`src/verilog/crs_cfg.svh`:
```
`ifndef CRS_CFG_SVH
`define CRS_CFG_SVH
// Address of the target select register
`define CRS_SEL_ADDR 8'hff
// Reset value of the target select register
`define CRS_SEL_RST 8'h00
// Field positions inside the select register
`define CRS_BCAST_BIT 3
`define CRS_CHEN_BIT 2
`define CRS_IDX_HI 1
`define CRS_IDX_LO 0
// Value returned on a read of the select address
`define CRS_SEL_RD_VAL 8'h00
// Number of channels
`define CRS_NCH 4
`endif

```
`src/verilog/crs_pkg.sv`:
```
package crs_pkg;
  // Destination class of an access
  typedef enum logic [1:0] {
    CRS_TGT_SHARED,
    CRS_TGT_CHAN,
    CRS_TGT_SELECT
  } crs_target_t;
endpackage

```
`src/verilog/crs_select.sv`:
```
`timescale 1ns/1ps
`include "crs_cfg.svh"
module crs_select #(
  parameter int NCH = `CRS_NCH
) (
  input wire logic ref_clk,
  input wire logic srst,
  input wire logic acc_wr,
  input wire logic acc_rd,
  input wire logic [7:0] acc_addr,
  input wire logic [7:0] acc_wdata,
  input wire logic [7:0] shared_rdata,
  input wire logic [7:0] chan_rdata [NCH],
  input wire logic [7:0] ro_mask,
  output logic shared_wr,
  output logic shared_rd,
  output logic [NCH-1:0] chan_wr,
  output logic [NCH-1:0] chan_rd,
  output logic [7:0] tgt_addr,
  output logic [7:0] tgt_wdata,
  output logic [7:0] acc_rdata,
  output logic acc_rvalid,
  output logic [7:0] select_value,
  output crs_pkg::crs_target_t last_target
);
  import crs_pkg::*;

  logic [7:0] sel_q;
  logic [7:0] sel_d;
  logic [NCH-1:0] cwr_d;
  logic [NCH-1:0] crd_d;
  logic [7:0] rdata_d;
  crs_target_t tgt_d;

  // Decode of the select fields
  wire logic is_sel = (acc_addr == `CRS_SEL_ADDR);
  wire logic chen = sel_q[`CRS_CHEN_BIT];
  wire logic bcast = sel_q[`CRS_BCAST_BIT];
  wire logic [1:0] idx = sel_q[`CRS_IDX_HI:`CRS_IDX_LO];
  // Address 0xff never reaches a channel bank, enable or not
  wire logic to_chan = chen && !is_sel;
  wire logic to_shared = !chen && !is_sel;
  // Read-only shared registers drop writes here so banks need no guard
  wire logic ro_hit = ro_mask[0] && to_shared;
  wire logic sel_wr = acc_wr && is_sel;

  // Upper bits are stored as written; host keeps them zero
  assign sel_d = sel_wr ? acc_wdata : sel_q;

  // Per-channel strobes; broadcast only widens writes, never reads
  genvar g;
  generate
    for (g = 0; g < NCH; g++) begin : g_ch
      assign cwr_d[g] = acc_wr && to_chan && (bcast || idx == 2'(g));
      assign crd_d[g] = acc_rd && to_chan && idx == 2'(g);
    end
  endgenerate

  // Read data: select address reads back a fixed meaningless byte
  assign rdata_d = is_sel ? `CRS_SEL_RD_VAL :
                   chen ? chan_rdata[idx] : shared_rdata;
  assign tgt_d = is_sel ? CRS_TGT_SELECT : (chen ? CRS_TGT_CHAN : CRS_TGT_SHARED);

  // Select register; reset leaves the shared set as target
  always_ff @(posedge ref_clk) begin
    if (srst) begin
      sel_q <= `CRS_SEL_RST;
    end else begin
      sel_q <= sel_d;
    end
  end

  // Registered strobes toward the register sets
  always_ff @(posedge ref_clk) begin
    if (srst) begin
      shared_wr <= 1'b0;
      shared_rd <= 1'b0;
      chan_wr <= '0;
      chan_rd <= '0;
      tgt_addr <= 8'h00;
      tgt_wdata <= 8'h00;
    end else begin
      shared_wr <= acc_wr && to_shared && !ro_hit;
      shared_rd <= acc_rd && to_shared;
      chan_wr <= cwr_d;
      chan_rd <= crd_d;
      tgt_addr <= acc_addr;
      tgt_wdata <= acc_wdata;
    end
  end

  // Read answer one cycle after the request
  always_ff @(posedge ref_clk) begin
    if (srst) begin
      acc_rdata <= 8'h00;
      acc_rvalid <= 1'b0;
      last_target <= CRS_TGT_SHARED;
    end else begin
      acc_rvalid <= acc_rd;
      if (acc_rd) begin
        acc_rdata <= rdata_d;
      end
      if (acc_rd || acc_wr) begin
        last_target <= tgt_d;
      end
    end
  end

  assign select_value = sel_q;
endmodule // crs_select

```
`config.mk`:
```
export PLATFORM = sky130hd
export DESIGN_NAME = crs_select
export DESIGN_NICKNAME = d
export VERILOG_FILES = /design/src/verilog/crs_pkg.sv /design/src/verilog/crs_select.sv
export VERILOG_INCLUDE_DIRS = /design/src /design/src/verilog
export SDC_FILE = /design/constraint.sdc
export NUM_CORES = 1
export LEC_CHECK = 0
export ABC_CLOCK_PERIOD_IN_PS = 4700
export BUFFER_PORTS_ARGS = -buffer_cell sky130_fd_sc_hd__buf_2
export CAP_MARGIN = 0
export CELL_PAD_IN_SITES_DETAIL_PLACEMENT = 1
export CELL_PAD_IN_SITES_GLOBAL_PLACEMENT = 1
export CORE_ASPECT_RATIO = 1.25
export CORE_UTILIZATION = 32
export CTS_CLUSTER_DIAMETER = 50
export DETAILED_ROUTE_END_ITERATION = 8
export PLACE_DENSITY_LB_ADDON = 0.25
export REMOVE_ABC_BUFFERS = 1
export SYNTH_ARGS = -nofsm -noshare
export SYNTH_HDL_FRONTEND = slang
export SYNTH_SLANG_ARGS = --single-unit
```
`constraint.sdc`:
```
create_clock -name ref_clk -period 4.7 [get_ports ref_clk]
set_input_delay 1.175 -clock ref_clk [delete_from_list [all_inputs] [get_ports ref_clk]]
set_output_delay 1.175 -clock ref_clk [all_outputs]
set_load 0.02 [all_outputs]
```
==> results_dict.tcl, run 1 <==
set metrics [dict create \
    regToRegSetupSlack_ps 2750 \
    hold_viol_final 0 \
    cts.repair.resized 0 \
    avgSynthCellArea_um2 11.8 \
    avgRoutedWirePerCell_um 14.1 \
    cp_slowest_stage_delay_ps 780 \
    synth.distinct_cells 26 \
    status "finished clean" \
    clk_path_buf_depth 2 \
    post_dp_cell_area_mm2 0.00224 \
    arrival_ps 1360 \
    post-cts-setup-buffers 0 \
    grt_setup_unrepaired "false" \
    start_kind "register" \
    final_max_slew_viol_count 0 \
    fin_worst_skew_ps 8.57 \
    fp.coreArea_mm2 0.00508 \
    crit_path_start "select_value[0]" \
    finalCritPeriodShare_pct 54.0 \
    fin_total_pwr_mw 0.765 \
    whs_ps 473 \
    fin_tns_setup_ps 0 \
    sw_frac_of_total_pct 22.5 \
    drc 0 \
    crit_buf_inv 1 \
    final_area_mm2 0.00235 \
    p_int_mw 0.592 \
    portBuffers 105 \
    fin_ws_ps 2160 \
    area_delta_synth_final_pct 38.9 \
    cp.depth 1 \
    grt.overflow.total 0 \
    ys_ff_latch 45 \
    cts_max_level 2 \
    crit_path_end_kind "output port" \
    crit_family "flip-flops" \
    power.sequential.fraction_pct 52.0 \
    syn_inst 143 \
    r2r-end "acc_rdata[3]" \
    synthArstFlopShare_pct 0 \
    worstPathMaxFanout 15 \
    mostFrequentLayoutCell "buf_2" \
    clk_latency_ps 290 \
    netlist_area_mm2 0.00169 \
    final_cell_mix "buf_2 (105), dfxtp_1 (45), nor2b_1 (24), nor2_1 (15), mux2i_1 (8)" \
    dp_slack_ps 1800 \
    die_h_um 83.3 \
    pwr-share-clk_pct 37.6 \
    peakVddDrop_v 0.000141 \
    drt-initial-drc-count 80 \
    tightest_slew_ps 834 \
    reg2regPathDepth 3 \
    via_per_inst 4.75 \
    dpl.cell_count 303 \
    drt_pass1_iterations 4 \
    cts-root-buf "clkbuf_8" \
    p_per_area_mw_per_mm2 325 \
    synthFlopType "dfxtp_1" \
    gp_congestion 0.708 \
    die_area_mm2 0.00558 \
    antenna_cells 0 \
    required_ps 3520 \
    drt_wl_total_um 4370 \
    path_cells "buf_2" \
    drive_gt1_share_pct 47.8 \
    crit_end "select_value[0]" \
    reg2reg_from "select_value[0]" \
    cts_sinks 45 \
    fp-row-count 29 \
    initial_core_util_pct 33.3 \
    synth-seq-area-share_pct 53.3 \
    vias 1478 \
    cts_tree "yes" \
    die_w_um 67.0 \
    critical_path_class "reg -> out" \
    final_core_util_pct 46.3 \
    cts_hold_buf 0 \
    p_leak_nw 1.09 \
    maxSlewHeadroom_pct 44.1 \
    grt_usage_pct 16.8 \
    grt_max_degree 33 \
    dp_hpwl_um 3410 \
    p_comb_share_pct 10.4 \
    clk_pin_slew_ps 90 \
    hp-start "last_target[0]" \
    finalSetupViolCount 0 \
    cts_buffers 5 \
    antenna_found_initial 0 \
    min_path_type "reg -> reg" \
    ant_nets 0 \
    ios 113 \
    fmax_mhz 394 \
    p_sw_mw 0.172 \
    crit_slowest_cell "dfxtp_1" \
    synth_edf_count 0 \
    final_cells 311 \
    timing.final.crit_period_ps 2540 \
    grt_pass1_wl_um 7170 \
    grt_pass1_vias 1507 \
    yosysWarnings 0 \
    fin_nets 316 \
    drv_cap 0 \
]
## how the worst min path moves through the flow
stage                           to  cells after the start
floorplan           last_target[0]                      2
global placement    last_target[0]                      2
detailed placement  last_target[0]                      2
CTS                 last_target[0]                      2
global route          acc_rdata[7]                      1
finish              last_target[0]                      2
## cell families after synthesis
logic type,after synthesis,share of synthesized area (%)
simple gates,56,19.3
flops,45,53.3
compound gates,16,7.18
mux,16,16.3
buf+inv,10,3.99
## power groups by stage
| stage | clock network [mW] | logic [mW] | registers [mW] |
|---|---|---|---|
| 6_report | 0.287 | 0.0798 | 0.398 |
| 5_1_grt | 0.315 | 0.0873 | 0.399 |
| 4_1_cts | 0.295 | 0.0808 | 0.398 |
| 3_5_place_dp | 0 | 0.0807 | 0.407 |
| 3_3_place_gp | 0 | 0.0789 | 0.406 |
| 2_1_floorplan | 0 | 0.0190 | 0.423 |
## per-layer routing
metal,vias up,share of wire (%),global-route usage [%]
met3,11,6.9,5.77
li1,720,-,-
met5,-,0,0
met2,58,51,27.4
met4,0,2.4,6.38
met1,689,40,19.8
## sequential cells by signal, indices dropped and copies added, names as in the netlist
signal / count
acc_rvalid: 1
last_target: 2
chan_wr: 4
tgt_addr: 8
chan_rd: 4
acc_rdata: 8
shared_wr: 1
tgt_wdata: 8
shared_rd: 1
select_value: 8
## area by class of cell
type / instances / area, µm²
well taps: 62 / 77.6
repair buffers: 105 / 526
clock inverters: 2 / 38.8
clock buffers: 6 / 72.6
inverters: 3 / 11.3
flip-flops and latches: 45 / 901
multi-input cells: 88 / 723
fillers: 607 / 2730
## cells in the mapped netlist, drive strengths merged (2+ instances only)
cell type | n | share of area, %
clkbuf | 3 | 0.67
nor2 | 15 | 3.3
nor3 | 6 | 2.4
nand4 | 3 | 1.1
a221o | 7 | 4.1
a21oi | 6 | 1.8
mux4 | 8 | 12
mux2i | 8 | 4.7
buf | 4 | 2.7
nor2b | 24 | 8.9
dfxtp | 45 | 53
inv | 3 | 0.67
nand4b | 2 | 1.0
(Power assumes the default switching activity.)
==> run 2, diff against run 1 <==
--- a/config.mk
+++ b/config.mk
@@ -6,13 +6,13 @@
 export SDC_FILE = /design/constraint.sdc
 export NUM_CORES = 1
 export LEC_CHECK = 0
-export ABC_CLOCK_PERIOD_IN_PS = 4700
+export ABC_CLOCK_PERIOD_IN_PS = 2050
 export BUFFER_PORTS_ARGS = -buffer_cell sky130_fd_sc_hd__buf_2
 export CAP_MARGIN = 0
 export CELL_PAD_IN_SITES_DETAIL_PLACEMENT = 1
 export CELL_PAD_IN_SITES_GLOBAL_PLACEMENT = 1
 export CORE_ASPECT_RATIO = 1.25
-export CORE_UTILIZATION = 32
+export CORE_UTILIZATION = 27
 export CTS_CLUSTER_DIAMETER = 50
 export DETAILED_ROUTE_END_ITERATION = 8
 export PLACE_DENSITY_LB_ADDON = 0.25
==> constraint.sdc (replaced) <==
create_clock -name ref_clk -period 2.05 [get_ports ref_clk]
set_input_delay 0.5125 -clock ref_clk [delete_from_list [all_inputs] [get_ports ref_clk]]
set_output_delay 0.5125 -clock ref_clk [all_outputs]
set_load 0.02 [all_outputs]
==> run 2 against run 1 <==
Routed wire length rose by 9.5%. Total power rose by 130%. Cell area rose by 3.0%. Combinational power rose by 130%. Via count rose by 2.8%. Register-to-register slack got worse by 2300 ps. Sequential cell count did not move. Clock skew rose by 3.0 ps. Critical endpoint is now select_value[1]. Largest cell class unchanged.
==> results_dict.tcl, run 2 (same netlist as run 1, synthesis figures left out) <==
set metrics [dict create \
    drt_pass1_iterations 4 \
    required_ps 1540 \
    cp_slowest_stage_delay_ps 650 \
    cts.repair.resized 0 \
    status "finished clean" \
    ios 113 \
    final_cell_mix "buf_2 (105), dfxtp_1 (45), nor2b_1 (24), nor2_1 (15), mux2i_1 (8)" \
    fin_nets 322 \
    critical_path_class "reg -> out" \
    avgRoutedWirePerCell_um 14.2 \
    antenna_cells 0 \
    drc 0 \
    gp_congestion 0.709 \
    finalCritPeriodShare_pct 83.6 \
    grt_setup_unrepaired "false" \
    peakVddDrop_v 0.000352 \
    cts_hold_buf 0 \
    p_leak_nw 1.12 \
    path_cells "buf_2" \
    power.sequential.fraction_pct 51.6 \
    grt_pass1_vias 1601 \
    pwr-share-clk_pct 37.8 \
    drt-initial-drc-count 50 \
    portBuffers 105 \
    post-cts-setup-buffers 0 \
    grt_pass1_wl_um 7760 \
    drt_wl_total_um 4790 \
    final_max_slew_viol_count 0 \
    ant_nets 0 \
    clk_pin_slew_ps 90 \
    die_area_mm2 0.00659 \
    min_path_type "in -> reg" \
    crit_slowest_cell "dfxtp_1" \
    fin_tns_setup_ps 0 \
    vias 1520 \
    via_per_inst 4.51 \
    area_delta_synth_final_pct 43.0 \
    die_w_um 72.8 \
    drv_cap 0 \
    p_sw_mw 0.405 \
    cts_tree "yes" \
    timing.final.crit_period_ps 1710 \
    mostFrequentLayoutCell "buf_2" \
    crit_path_end_kind "output port" \
    clk_path_buf_depth 2 \
    sw_frac_of_total_pct 22.9 \
    clk_latency_ps 290 \
    finalSetupViolCount 0 \
    crit_buf_inv 1 \
    whs_ps 376 \
    grt_max_degree 29 \
    fp-row-count 31 \
    grt_usage_pct 15.5 \
    cts_sinks 45 \
    fp.coreArea_mm2 0.00593 \
    regToRegSetupSlack_ps 410 \
    arrival_ps 1200 \
    p_int_mw 1.36 \
    antenna_found_initial 1 \
    crit_family "flip-flops" \
    worstPathMaxFanout 12 \
    cts_max_level 2 \
    die_h_um 90.5 \
    drive_gt1_share_pct 49.0 \
    cts-root-buf "clkbuf_8" \
    grt.overflow.total 0 \
    maxSlewHeadroom_pct 65.7 \
    tightest_slew_ps 512 \
    fmax_mhz 583 \
    p_comb_share_pct 10.6 \
    initial_core_util_pct 28.5 \
    fin_worst_skew_ps 11.6 \
    start_kind "register" \
    dp_hpwl_um 3850 \
    hold_viol_final 0 \
    p_per_area_mw_per_mm2 729 \
    cts_buffers 5 \
]
## run 2: cell count changes in the layout (fill, tap and decap cells not counted)
| cell | change |
|---|---|
| buf_4 | +6 |
## run 2: power groups by stage
stage / Clock (mW) / Combinational (mW) / Sequential [mW]
6_report: 0.667 / 0.187 / 0.911
5_1_grt: 0.727 / 0.203 / 0.916
4_1_cts: 0.695 / 0.190 / 0.912
3_5_place_dp: 0 / 0.190 / 0.932
3_3_place_gp: 0 / 0.186 / 0.931
2_1_floorplan: 0 / 0.0437 / 0.970
## run 2: path summary, 6_finish.rpt
path,startpoint,end,depth (start not counted)
max,select_value[1],select_value[1],1
min,ro_mask[0],shared_wr,2
max reg2reg,select_value[0],acc_rdata[2],4
min reg2reg,last_target[0],last_target[0],2
## run 2: per-stage QoR
| step | total power [mW] | worst slack [ps] | instance area [µm²] | cells | utilization, % |
|---|---|---|---|---|---|
| after floorplan | 1.01 | 176 | 1640 | 136 | - |
| after global placement | 1.12 | 259 | 2310 | 329 | 38.9 |
| after detailed placement | 1.12 | 243 | 2310 | 329 | 38.9 |
| after CTS | 1.80 | 314 | 2420 | 337 | 40.8 |
| after global routing | 1.85 | 268 | 2420 | 337 | 40.8 |
| final | 1.76 | 336 | 2420 | 337 | 40.8 |
## run 2: layout make-up
class	instances	area (µm²)
fill	697	3510
sequential	45	901
multi-input combinational	88	723
timing repair buffer	111	571
tap	82	103
clock buffer	6	72.6
clock inverter	2	38.8
inverter	3	11.3
## run 2: routing by layer
metal | GRT usage, % | share of wire (%) | vias up
met5 | 0 | 0.35 | -
li1 | - | - | 731
met1 | 16.6 | 38 | 722
met4 | 6.21 | 2.5 | 2
met2 | 27.6 | 53 | 53
met3 | 4.91 | 5.4 | 12
